<file path="config.mk">
export PLATFORM = sky130hd
export DESIGN_NAME = assf_status_flags
export DESIGN_NICKNAME = d
export VERILOG_FILES = /design/src/assf_pkg.sv /design/src/assf_status_flags.sv
export SDC_FILE = /design/constraint.sdc
export NUM_CORES = 1
export LEC_CHECK = 0
export BUFFER_PORTS_ARGS = -buffer_cell sky130_fd_sc_hd__buf_4
export CAP_MARGIN = 20
export CORE_MARGIN = 3
export CORE_UTILIZATION = 35
export DETAILED_ROUTE_END_ITERATION = 6
export GPL_TIMING_DRIVEN = 0
export SYNTH_ARGS = -nofsm -noshare
export SYNTH_HDL_FRONTEND = slang
export SYNTH_SLANG_ARGS = --single-unit
</file>
<file path="constraint.sdc">
create_clock -name clock -period 3.25 [get_ports clock]
set_input_delay 0.4875 -clock clock [delete_from_list [all_inputs] [get_ports clock]]
set_output_delay 0.4875 -clock clock [all_outputs]
set_load 0.01 [all_outputs]
</file>
<file path="src/assf_pkg.sv">
package assf_pkg;

    // ------------------------------------------------------------
    // register map (word addresses on the plain port)
    // ------------------------------------------------------------
    localparam logic [2:0] OFS_SCAN_STATUS = 3'h0;
    localparam logic [2:0] OFS_CONTROL     = 3'h1;
    localparam logic [2:0] OFS_EVT_STATUS  = 3'h2;
    localparam logic [2:0] OFS_EVT_MASK    = 3'h3;

    // ------------------------------------------------------------
    // field positions and values
    // ------------------------------------------------------------
    localparam int BIT_DONE_B = 12;
    localparam int BIT_DONE_A = 11;
    localparam int NUM_SLOTS  = 8;
    localparam int NUM_EVTS   = 5;

    localparam logic [15:0] FLOOR_OFF_CODE   = 16'h0000;
    localparam logic [15:0] CEILING_OFF_CODE = 16'h7ff8;

    localparam logic [15:0] STATUS_RESET  = 16'h0000;
    localparam logic [6:0]  CONTROL_RESET = 7'h40;
    localparam logic [4:0]  EVT_RESET     = 5'h00;

    // ------------------------------------------------------------
    // carriers
    // ------------------------------------------------------------
    typedef struct packed {
        logic       scanActiveA;
        logic       scanActiveB;
        logic       reserved;
        logic       scanDoneBFlag;
        logic       scanDoneAFlag;
        logic       signChangeSummaryFlag;
        logic       belowFloorSummaryFlag;
        logic       aboveCeilingSummaryFlag;
        logic [7:0] slotResultReady;
    } assf_status_t;

    typedef struct packed {
        logic debugReadClears;
        logic parallelMode;
        logic lockstepParallelSelect;
        logic loopMode;
        logic signChangeIrqEnable;
        logic belowFloorIrqEnable;
        logic aboveCeilingIrqEnable;
    } assf_control_t;

    typedef struct packed {
        logic        done;
        logic [2:0]  slot;
        logic [15:0] raw;
        logic [15:0] floorValue;
        logic [15:0] ceilingValue;
        logic        signChange;
    } assf_conv_t;

endpackage

</file>
<file path="src/assf_status_flags.sv">
`timescale 1ns/100ps
// Overview of operation
// - reading a slot's result register clears that slot's ready bit.
// - each limit summary clears when all set bits of its half of the limit status are written one.
// - sign change summary clears when all set sign change bits written one.
// - writing one clears an end-of-scan flag; writes never set it.
// - all flags but the two active bits stay set until cleared.
// - first active bit covers sequential, lockstep scans, or converter A.
// - second active bit only for converter B in independent parallel mode.
// - while active, the covered converter ignores sync pulses and starts.
// - first done flag on sequential/lockstep completion or converter A.
// - second done flag only on converter B completion, independent parallel.
// - in looping scans the done flag sets at every iteration.
// - sign change summary sets at the conversion, not scan end.
// - each summary interrupt asserts the cycle after flag and enable are both set.
// - floor check enabled for nonzero floor; below floor sets summary.
// - ceiling check enabled unless disabled code; above sets summary.
// - a slot's ready bit sets when its result is stored.
// - a debug read of a result may clear that slot's ready bit.
module assf_status_flags
    import assf_pkg::*;
(
    input  wire logic        clock,
    input  wire logic        rst,
    input  wire logic        clockEnable,
    input  wire logic [2:0]  regAddr,
    input  wire logic [15:0] regWrData,
    input  wire logic        regWrite,
    input  wire logic        regRead,
    output logic      [15:0] regRdData,
    input  wire logic        startA,
    input  wire logic        startB,
    input  wire logic        iterDoneA,
    input  wire logic        iterDoneB,
    input  wire logic        scanStopA,
    input  wire logic        scanStopB,
    input  wire assf_conv_t  conv,
    input  wire logic        resultRead,
    input  wire logic [2:0]  resultReadSlot,
    input  wire logic        debugSession,
    input  wire logic        limitStatusWrite,
    input  wire logic [15:0] limitStatusBits,
    input  wire logic        signStatusWrite,
    input  wire logic [7:0]  signStatusBits,
    output logic             convStartA,
    output logic             convStartB,
    output logic      [7:0]  belowFloorSet,
    output logic      [7:0]  aboveCeilingSet,
    output logic             signChangeIrq,
    output logic             belowFloorIrq,
    output logic             aboveCeilingIrq,
    output logic             irq
);

    // ------------------------------------------------------------
    // decode
    // ------------------------------------------------------------
    assf_status_t  status_reg;
    assf_control_t control_reg;
    logic [4:0]    evtStatus_reg;
    logic [4:0]    evtMask_reg;
    logic          limitWritePend_reg;
    logic          signWritePend_reg;

    logic          independent;
    logic          acceptA;
    logic          acceptB;
    logic          doneAEvt;
    logic          doneBEvt;
    logic          floorHit;
    logic          ceilingHit;
    logic          signHit;
    logic [7:0]    slotOneHot;
    logic [7:0]    readClear;
    logic [4:0]    evtNow;
    logic          wrStatus;

    assign independent = control_reg.parallelMode
                       & ~control_reg.lockstepParallelSelect;
    assign wrStatus    = regWrite & (regAddr == OFS_SCAN_STATUS);

    assign acceptA = startA & ~status_reg.scanActiveA;
    assign acceptB = startB & independent & ~status_reg.scanActiveB;

    assign doneAEvt = iterDoneA & status_reg.scanActiveA;
    assign doneBEvt = iterDoneB & independent & status_reg.scanActiveB;

    assign slotOneHot = 8'h01 << conv.slot;

    assign floorHit = conv.done & (conv.floorValue != FLOOR_OFF_CODE)
                    & ($signed(conv.raw) < $signed(conv.floorValue));
    assign ceilingHit = conv.done & (conv.ceilingValue != CEILING_OFF_CODE)
                      & ($signed(conv.raw) > $signed(conv.ceilingValue));
    assign signHit = conv.done & conv.signChange;

    assign readClear = (resultRead
                        & (~debugSession | control_reg.debugReadClears))
                     ? (8'h01 << resultReadSlot) : 8'h00;

    assign evtNow = {doneBEvt, doneAEvt, signHit, floorHit, ceilingHit};

    // ------------------------------------------------------------
    // scan activity
    // ------------------------------------------------------------
    // first converter activity
    always_ff @(posedge clock)
    begin
        if (rst)
            status_reg.scanActiveA <= 1'b0;
        else if (clockEnable)
        begin
            if (acceptA)
                status_reg.scanActiveA <= 1'b1;
            else if (scanStopA | (iterDoneA & ~control_reg.loopMode))
                status_reg.scanActiveA <= 1'b0;
        end
    end

    always_ff @(posedge clock)
    begin
        if (rst)
            status_reg.scanActiveB <= 1'b0;
        else if (clockEnable)
        begin
            if (!independent)
                status_reg.scanActiveB <= 1'b0;
            else if (acceptB)
                status_reg.scanActiveB <= 1'b1;
            else if (scanStopB | (iterDoneB & ~control_reg.loopMode))
                status_reg.scanActiveB <= 1'b0;
        end
    end

    always_ff @(posedge clock)
    begin
        if (rst)
        begin
            convStartA <= 1'b0;
            convStartB <= 1'b0;
        end
        else if (clockEnable)
        begin
            convStartA <= acceptA;
            convStartB <= acceptB;
        end
    end

    // ------------------------------------------------------------
    // end of scan flags
    // ------------------------------------------------------------
    // set beats a same-cycle write-one clear so no completion is lost
    always_ff @(posedge clock)
    begin
        if (rst)
        begin
            status_reg.scanDoneAFlag <= 1'b0;
            status_reg.scanDoneBFlag <= 1'b0;
        end
        else if (clockEnable)
        begin
            if (doneAEvt)
                status_reg.scanDoneAFlag <= 1'b1;
            else if (wrStatus & regWrData[BIT_DONE_A])
                status_reg.scanDoneAFlag <= 1'b0;
            if (doneBEvt)
                status_reg.scanDoneBFlag <= 1'b1;
            else if (wrStatus & regWrData[BIT_DONE_B])
                status_reg.scanDoneBFlag <= 1'b0;
        end
    end

    // ------------------------------------------------------------
    // summary flags
    // ------------------------------------------------------------
    // detailed bits may still read zero as an event lands, so look later
    always_ff @(posedge clock)
    begin
        if (rst)
        begin
            limitWritePend_reg <= 1'b0;
            signWritePend_reg  <= 1'b0;
        end
        else if (clockEnable)
        begin
            limitWritePend_reg <= limitStatusWrite;
            signWritePend_reg  <= signStatusWrite;
        end
    end

    always_ff @(posedge clock)
    begin
        if (rst)
        begin
            status_reg.signChangeSummaryFlag   <= 1'b0;
            status_reg.belowFloorSummaryFlag   <= 1'b0;
            status_reg.aboveCeilingSummaryFlag <= 1'b0;
        end
        else if (clockEnable)
        begin
            if (signHit)
                status_reg.signChangeSummaryFlag <= 1'b1;
            else if (signWritePend_reg & (signStatusBits == 8'h00))
                status_reg.signChangeSummaryFlag <= 1'b0;
            if (floorHit)
                status_reg.belowFloorSummaryFlag <= 1'b1;
            else if (limitWritePend_reg & (limitStatusBits[7:0] == 8'h00))
                status_reg.belowFloorSummaryFlag <= 1'b0;
            if (ceilingHit)
                status_reg.aboveCeilingSummaryFlag <= 1'b1;
            else if (limitWritePend_reg & (limitStatusBits[15:8] == 8'h00))
                status_reg.aboveCeilingSummaryFlag <= 1'b0;
        end
    end

    always_ff @(posedge clock)
    begin
        if (rst)
        begin
            belowFloorSet   <= 8'h00;
            aboveCeilingSet <= 8'h00;
        end
        else if (clockEnable)
        begin
            belowFloorSet   <= floorHit ? slotOneHot : 8'h00;
            aboveCeilingSet <= ceilingHit ? slotOneHot : 8'h00;
        end
    end

    // ------------------------------------------------------------
    // ready bits
    // ------------------------------------------------------------
    // set on store, set wins
    always_ff @(posedge clock)
    begin
        if (rst)
            status_reg.slotResultReady <= 8'h00;
        else if (clockEnable)
            status_reg.slotResultReady <=
                (status_reg.slotResultReady & ~readClear)
                | (conv.done ? slotOneHot : 8'h00);
    end

    always_ff @(posedge clock)
    begin
        if (rst)
            status_reg.reserved <= 1'b0;
        else if (clockEnable)
            status_reg.reserved <= 1'b0;
    end

    // ------------------------------------------------------------
    // control, event and mask registers
    // ------------------------------------------------------------
    always_ff @(posedge clock)
    begin
        if (rst)
            control_reg <= CONTROL_RESET;
        else if (clockEnable & regWrite & (regAddr == OFS_CONTROL))
            control_reg <= regWrData[6:0];
    end

    always_ff @(posedge clock)
    begin
        if (rst)
            evtMask_reg <= EVT_RESET;
        else if (clockEnable & regWrite & (regAddr == OFS_EVT_MASK))
            evtMask_reg <= regWrData[4:0];
    end

    // read clears, a new event in the same cycle survives
    always_ff @(posedge clock)
    begin
        if (rst)
            evtStatus_reg <= EVT_RESET;
        else if (clockEnable)
        begin
            if (regRead & (regAddr == OFS_EVT_STATUS))
                evtStatus_reg <= evtNow;
            else
                evtStatus_reg <= evtStatus_reg | evtNow;
        end
    end

    // ------------------------------------------------------------
    // interrupt outputs
    // ------------------------------------------------------------
    // outputs lag the flags by one cycle to stay flop driven
    always_ff @(posedge clock)
    begin
        if (rst)
        begin
            signChangeIrq   <= 1'b0;
            belowFloorIrq   <= 1'b0;
            aboveCeilingIrq <= 1'b0;
            irq             <= 1'b0;
        end
        else if (clockEnable)
        begin
            signChangeIrq   <= status_reg.signChangeSummaryFlag
                             & control_reg.signChangeIrqEnable;
            belowFloorIrq   <= status_reg.belowFloorSummaryFlag
                             & control_reg.belowFloorIrqEnable;
            aboveCeilingIrq <= status_reg.aboveCeilingSummaryFlag
                             & control_reg.aboveCeilingIrqEnable;
            irq             <= |(evtStatus_reg & evtMask_reg);
        end
    end

    // ------------------------------------------------------------
    // read port
    // ------------------------------------------------------------
    always_ff @(posedge clock)
    begin
        if (rst)
            regRdData <= 16'h0000;
        else if (clockEnable)
        begin
            regRdData <= 16'h0000;
            if (regRead)
            begin
                case (regAddr)
                    OFS_SCAN_STATUS: regRdData <= status_reg;
                    OFS_CONTROL:     regRdData <= {9'h000, control_reg};
                    OFS_EVT_STATUS:  regRdData <= {11'h000, evtStatus_reg};
                    OFS_EVT_MASK:    regRdData <= {11'h000, evtMask_reg};
                    default:         regRdData <= 16'h0000;
                endcase
            end
        end
    end

    // ------------------------------------------------------------
    // checks
    // ------------------------------------------------------------
    ready_clear_a: assert property (
        @(posedge clock) disable iff (rst)
        clockEnable & resultRead & ~debugSession & ~conv.done
        |=> !status_reg.slotResultReady[$past(resultReadSlot)])
        else $error("ready bit survived its result read");
    floor_clear_a: assert property (
        @(posedge clock) disable iff (rst)
        status_reg.belowFloorSummaryFlag & !limitWritePend_reg & clockEnable
        |=> status_reg.belowFloorSummaryFlag)
        else $error("floor summary cleared without status write");
    sign_clear_a: assert property (
        @(posedge clock) disable iff (rst)
        clockEnable & signWritePend_reg & (signStatusBits == 8'h00)
        & !signHit |=> !status_reg.signChangeSummaryFlag)
        else $error("sign summary not cleared");
    done_wclear_a: assert property (
        @(posedge clock) disable iff (rst)
        clockEnable & wrStatus & regWrData[BIT_DONE_A] & !doneAEvt
        |=> !status_reg.scanDoneAFlag)
        else $error("done flag not cleared by write one");
    done_sticky_a: assert property (
        @(posedge clock) disable iff (rst)
        status_reg.scanDoneBFlag & !(wrStatus & regWrData[BIT_DONE_B])
        |=> status_reg.scanDoneBFlag)
        else $error("done flag dropped without clear");
    busy_ignore_a: assert property (
        @(posedge clock) disable iff (rst)
        clockEnable & status_reg.scanActiveA & startA |=> !convStartA)
        else $error("start accepted while busy");
    b_only_indep_a: assert property (
        @(posedge clock) disable iff (rst)
        clockEnable & !independent |=> !status_reg.scanActiveB)
        else $error("second active bit outside independent mode");
    done_a_set_a: assert property (
        @(posedge clock) disable iff (rst)
        clockEnable & doneAEvt |=> status_reg.scanDoneAFlag)
        else $error("first done flag not set");
    ceil_set_a: assert property (
        @(posedge clock) disable iff (rst)
        clockEnable & ceilingHit
        |=> status_reg.aboveCeilingSummaryFlag ##0 aboveCeilingSet != 8'h00)
        else $error("ceiling event not latched");
    irq_gate_a: assert property (
        @(posedge clock) disable iff (rst)
        clockEnable & !control_reg.belowFloorIrqEnable |=> !belowFloorIrq)
        else $error("floor irq without enable");
    ready_set_a: assert property (
        @(posedge clock) disable iff (rst)
        clockEnable & conv.done
        |=> status_reg.slotResultReady[$past(conv.slot)])
        else $error("ready bit not set on store");

endmodule

</file>
==> results of run 1 <==
## tightest hold or removal path, stage by stage
cell,delay (ns)
buf_4,0.08
mux2i_1,0.05
nand2_1,0.06
## cells in the mapped netlist, types with 2 or more instances
library cell and n:
nand2b_1 6, nor4_1 10, nor3b_1 2, o2111ai_1 3, nor3_1 4, nand3_1 14
inv_1 40, nor2_1 37, a21oi_1 33, a21o_1 2, ha_1 31, mux2i_1 14
mux2_2 2, o31ai_1 6, o21ai_0 18, nand2_1 43, a22oi_1 14, and2_1 3
dfxtp_1 71, mux4_2 5, nand4_1 15, and3b_1 2, a32o_1 9, or4_1 2
or3_1 2, clkbuf_1 19
## metrics by stage
stage,power [W],cells,cell area (um2)
floorplan,0.001086,432,3734
global placement,0.001252,704,4925
detailed placement,0.001260,704,4925
CTS,0.001963,720,5124
global route,0.002040,721,5129
finish,0.001943,721,5129
## how the worst max path moves through the flow
stage | from | slack, ns | depth (start not counted) | to
final | conv[16] | 0.97 | 9 | aboveCeilingSet[1]$_SDFFE_PP0P_
after global routing | conv[18] | 0.82 | 8 | belowFloorSet[5]$_SDFFE_PP0P_
after global placement | conv[16] | 0.65 | 9 | aboveCeilingSet[4]$_SDFFE_PP0P_
after CTS | conv[18] | 0.96 | 8 | belowFloorSet[6]$_SDFFE_PP0P_
after detailed placement | conv[18] | 0.57 | 8 | belowFloorSet[6]$_SDFFE_PP0P_
after floorplan | conv[16] | 1.03 | 8 | aboveCeilingSet[0]$_SDFFE_PP0P_
## per-layer routing
layer	vias to the layer above	wire length [um]
met5	-	0
met4	0	48
met3	6	882
met2	136	5355
met1	1692	5429
li1	1856	-
## layout make-up
class | instances | area [um2] | area share
plain buffers | 21 | 83.83 | 0.01635
flip-flops and latches | 71 | 1421 | 0.2771
multi-input cells | 299 | 2074 | 0.4045
well taps | 136 | 170.2 | 0.03318
clock inverters | 5 | 57.56 | 0.01122
clock buffers | 11 | 141.4 | 0.02757
inverters | 41 | 153.9 | 0.03001
repair buffers | 137 | 1026 | 0.2000
## kinds of logic after synthesis
logic type                 Yosys count
AOI/OAI and AO/OA                   97
xor gates and xnor gates             2
adders and majority gates           31
buffers and inverters               62
DFF                                 71
muxes                               21
other                                1
and+or+nand+nor                    147
## placed cells by master (no fill, tap or decap), drive strengths merged, types with 2 or more instances in the layout
cell and n:
a21o 2, buf 139, a32o 9, mux4 5, and2 3, or3 2
a21oi 33, clkinv 2, a22oi 14, mux2 2, inv 40, mux2i 14
nand4 15, nor4 10, nand3 14, o2111ai 3, dfxtp 71, nand2 43
or4 2, o21ai 18, nor3 5, clkinvlp 3, nor3b 2, a211oi 2
ha 31, nor2 37, nand2b 6, clkbuf 30, o31ai 7, and3b 2
## where the power goes
part	leakage (nW)	switching [W]	total [W]	internal [W]
combinational	1.62	0.000176	0.000338	0.000162
sequential	0.574	0.0000133	0.000900	0.000887
clock	0.0916	0.000330	0.000704	0.000374
total	2.29	0.000519	0.00194	0.00142
==> results.json, run 1 <==
{
  "die-width_um": 109.3,
  "timing.hold.ws_ns": 0.3617,
  "cts.path.max_buffers": 2,
  "grt_pass1_vias": 3630,
  "cp-end-kind": "register",
  "firstDrtPassIters": 5,
  "hpwl_um": 9689,
  "rr_startpoint": "control_reg[0]$_SDFFE_PP0P_",
  "hp-class": "input port to register",
  "powerDensity_mw_per_mm2": 378.8,
  "period_share": 0.7012,
  "top_level_ports": 152,
  "fin_nets": 725,
  "setup_slack_ns": 0.9710,
  "synth.distinct_cells": 51,
  "grt_max_degree": 13,
  "netlist_area_mm2": 0.003734,
  "ctsResizeCount": 0,
  "ctsRootBufferMaster": "clkbuf_8",
  "viasPerCell": 5.118,
  "wl_per_cell_um": 16.25,
  "critPathSlowestCell": "xor2_2",
  "numCtsBuffers": 9,
  "synth_compound_area_frac": 0.1739,
  "clk_pin_slew_ns": 0.08,
  "die_h_um": 109.3,
  "row_count": 37,
  "synth_area_leader_cell": "dfxtp_1",
  "port_buffers": 136,
  "drc_errors": 0,
  "synthDominantCellAreaShare": 0.3807,
  "crit_chain": "buf_4 -> inv_1 -> ha_1 -> nand4_1 -> nor2_1 -> a221o_1 -> a211oi_2 -> xor2_2 -> a32o_1",
  "rrSetupSlack_ns": 2.07,
  "antenna_left": 0,
  "drive_gt1_frac": 0.2855,
  "grt_pass1_wl_um": 18040,
  "max_slew_margin": 0.2809,
  "via_count": 3690,
  "wirelength_um": 11720,
  "critical_path_arrival_ns": 2.55,
  "cts.sinks": 71,
  "gp_congestion": 0.8981,
  "synth_area_per_cell_um2": 8.643,
  "grt-ovfl-total": 0,
  "crit_required_ns": 3.52,
  "cts_max_level": 3,
  "antenna_found_initial": 0,
  "drt_iter0_drc": 102,
  "dieArea_mm2": 0.01194,
  "status": "finished clean",
  "p_leak_nw": 2.286,
  "slew_viol_final": 0,
  "crit_type": "input port to register",
  "final_util": 0.4946,
  "drv_cap": 0,
  "clk-insertion-delay-late_ns": 0.34,
  "ir_worst_vdd_mv": 0.1662,
  "track_usage": 0.1943,
  "start_util": 0.3600,
  "synth_edf_count": 0,
  "synth_nets": 577,
  "grt_use_met1": 0.2629,
  "hp-start": "regWrData[6]",
  "pre_cts_slack_ns": 0.5730,
  "synth_mux_area_frac": 0.07373,
  "hold_viol_final": 0,
  "cts_tree": "yes",
  "fmaxAchievable_mhz": 438.8,
  "min_period_ns": 2.279,
  "area_growth_pct": 37.37,
  "postCtsHoldBufs": 0,
  "setup_viol": 0,
  "synth-adder-area-share": 0.1039,
  "synthFlopType": "dfxtp_1",
  "start_kind": "input port",
  "tns_ns": 0,
  "crit_family": "compound AO/OA/AOI/OAI gates",
  "synth-xor-area-share": 0.008713,
  "hold_path_depth": 3,
  "path_max_fanout": 10,
  "grt_busiest_layer": "met2",
  "syn_inst": 432,
  "r2r-end": "regRdData[0]$_SDFFE_PP0P_",
  "synth.area.top_cells": "dfxtp_1, ha_1, a21oi_1",
  "worstHoldEndpoint": "control_reg[6]$_SDFFE_PP1P_",
  "core-area_mm2": 0.01037,
  "tightestPinTransition_ns": 1.076,
  "finalClockSkew_ns": 0.007284,
  "synth_top_family_by_area": "simple AND/OR/NAND/NOR gates",
  "ys_seq_area_frac": 0.3807,
  "worstRegToRegCells": 3,
  "cts_post_setup_buffers_inserted": 0,
  "gr-usage-met2": 0.3219,
  "synth-simple-area-share": 0.1944,
  "ys_seq_elements": 71,
  "rsz0062_at_grt": "false",
  "path_buf_inv": 2,
  "antennaDiodeCount": 0,
  "fill_cells": 1016,
  "critPathMaxStageDelay_ns": 0.50,
  "ys_warn_count": 0,
  "ys_async_sr_fraction": 0,
  "met3_usage": 0.04026
}
Note: power is estimated with default switching activity, not from simulation.
==> inputs of run 2 (changes only) <==
Settings changed: ABC_AREA from default to 1.
Clock period 3.25 ns to 1.9 ns, I/O delays scaled along.
==> run 2 against run 1 <==
Effect of this change: clock-buffer cell count is 2 higher; total power is 79% higher; synthesized cell count is 24% higher; clock power is 92% higher; largest cell class unchanged; sequential power is 72% higher; non-clock buffer count is 3 lower; die area is 1.3% higher; worst setup slack worse by 0.59 ns; via count is 11% higher.
==> results.json, run 2 <==
{
  "grt_pass1_wl_um": 18660,
  "crit_required_ns": 2.17,
  "clk-insertion-delay-late_ns": 0.34,
  "core-area_mm2": 0.01042,
  "start_util": 0.3634,
  "placed_area_mm2": 0.005014,
  "grt_max_degree": 12,
  "cts_max_level": 3,
  "final_common_cell": "buf_4",
  "grt-ovfl-total": 0,
  "die_h_um": 110.0,
  "min_period_ns": 1.523,
  "finalClockSkew_ns": 0.007665,
  "slew_viol_final": 0,
  "viasPerCell": 4.935,
  "syn_inst": 534,
  "setup_viol": 0,
  "ir_worst_vdd_mv": 0.4267,
  "synth_area_per_cell_um2": 7.088,
  "die-width_um": 110.0,
  "antennaDiodeCount": 0,
  "synth_common_cells": "nand2_1, a21oi_1, dfxtp_1, inv_1, nor2_1",
  "wirelength_um": 12030,
  "antenna_left": 0,
  "pre_cts_slack_ns": 0.03721,
  "tns_ns": 0,
  "antenna_found_initial": 0,
  "top_level_ports": 152,
  "crit_type": "input port to register",
  "cp-end-kind": "register",
  "synth_nets": 679,
  "synthFlopType": "dfxtp_1",
  "path_max_fanout": 9,
  "rrSetupSlack_ns": 0.83,
  "critPathSlowestCell": "ha_1",
  "path_buf_inv": 2,
  "via_count": 4081,
  "drive_gt1_frac": 0.2431,
  "synth.most_common_cell": "nand2_1",
  "status": "finished clean",
  "ys_seq_elements": 71,
  "cts_post_setup_buffers_inserted": 0,
  "setup_slack_ns": 0.3775,
  "ys_async_sr_fraction": 0,
  "netlist_area_mm2": 0.003785,
  "fmaxAchievable_mhz": 656.8,
  "synth_area_leader_cell": "dfxtp_1",
  "dieArea_mm2": 0.01210,
  "max_slew_margin": 0.5898,
  "drv_cap": 0,
  "critPathMaxStageDelay_ns": 0.34,
  "cts_tree": "yes",
  "cts.sinks": 71,
  "firstDrtPassIters": 4,
  "ctsResizeCount": 0,
  "ys_warn_count": 0,
  "synth.distinct_cells": 32,
  "numCtsBuffers": 9,
  "cts.path.max_buffers": 2,
  "drc_errors": 0,
  "port_buffers": 141,
  "track_usage": 0.1980,
  "hold_viol_final": 0,
  "wl_per_cell_um": 14.55,
  "crit_chain": "buf_4 -> inv_1 -> ha_1 -> nand4_1 -> a31oi_1 -> nor2_1 -> nand2_1 -> nand2_1 -> nand2_4 -> nand3_1 -> a21oi_1",
  "p_leak_nw": 2.441,
  "postCtsHoldBufs": 0,
  "clk_pin_slew_ns": 0.07,
  "period_share": 0.8013,
  "area_growth_pct": 38.38,
  "fin_area_mm2": 0.005238,
  "final_cell_mix": "buf_4, nand2_1, a21oi_1, dfxtp_1, inv_1",
  "synthDominantCellAreaShare": 0.3755,
  "critical_path_arrival_ns": 1.80,
  "start_kind": "input port",
  "rsz0062_at_grt": "false",
  "tightestPinTransition_ns": 0.6153,
  "grt_pass1_vias": 3840,
  "fin_nets": 831,
  "ys_seq_area_frac": 0.3755,
  "gp_congestion": 0.9551,
  "final_util": 0.5028,
  "hpwl_um": 9902,
  "hp-class": "input port to register",
  "crit_top_cell": "nand2_1",
  "synth_edf_count": 0,
  "ctsRootBufferMaster": "clkbuf_8",
  "synth.area.top_cells": "dfxtp_1, nand2_1, ha_1",
  "crit_family": "simple AND/OR/NAND/NOR gates",
  "powerDensity_mw_per_mm2": 665.4,
  "row_count": 37,
  "drt_iter0_drc": 249
}
==> run 2: cell types whose count changed in the layout (fill, tap and decap cells not counted), sizes merged, moves of 6 or more <==
cell / delta
nor3: +7
clkbuf: -6
nand2b: -6
inv: +24
mux2i: -14
o31ai: -7
a21oi: +39
o21ai: +22
a32o: -9
a22oi: -8
nand2: +77
==> run 2: worst min-delay path: cells and delay by family <==
kind | cells | cell delay, ns
buf+inv | 1 | 0.08
simple gates | 2 | 0.11
==> run 2: path summary, 6_finish.rpt <==
path	cells after the start	endpoint	from
hold / removal	3	signWritePend_reg$_SDFFE_PP0P_	signStatusWrite
hold reg to reg	2	evtMask_reg[4]$_SDFFE_PP0P_	evtMask_reg[4]$_SDFFE_PP0P_
setup / recovery	11	aboveCeilingSet[5]$_SDFFE_PP0P_	conv[16]
setup reg to reg	5	status_reg[7]$_SDFFE_PP0P_	control_reg[6]$_SDFFE_PP1P_
==> run 2: final cells by class <==
| cell class | count | area, um2 |
|---|---|---|
| sequential | 71 | 1421 |
| clock inverter | 3 | 65.06 |
| multi-input combinational | 382 | 2049 |
| clock buffer | 13 | 158.9 |
| inverter | 67 | 252.7 |
| fill | 1087 | 5179 |
| timing repair buffer | 141 | 1059 |
| buffer | 14 | 61.31 |
| tap | 136 | 170.2 |
==> run 2: cells by family (layout without fill, tap and decap cells) <==
logic type	count (synthesis)	count (layout)	synth area share
and+or+nand+nor	222	222	0.2549
DFF	71	71	0.3755
buffers and inverters	81	238	0.08297
AOI/OAI and AO/OA	128	128	0.1831
other	1	1	0.0009908
adders and majority gates	31	31	0.1025
==> run 2: routing by layer <==
layer,global-route usage,routed length [um],vias up
met5,0,0,-
met4,0.04720,183,0
met3,0.05009,927,16
met2,0.3176,5524,151
met1,0.2669,5395,1807
li1,-,-,2107
==> run 2: power breakdown <==
group          internal (W)  switching (W)  leakage [nW]
clock              0.000810       0.000540         0.114
combinational      0.000272       0.000317          1.75
sequential          0.00152      0.0000246         0.575
==> run 2: through the flow <==
stage          hold slack, ns  cells  power, W
2_1_floorplan          0.4154    534  0.001864
3_3_place_gp           0.4515    811  0.002157
3_5_place_dp           0.4568    811  0.002168
4_1_cts                0.1590    827  0.003510
5_1_grt                0.1642    827  0.003647
6_report               0.1653    827  0.003485
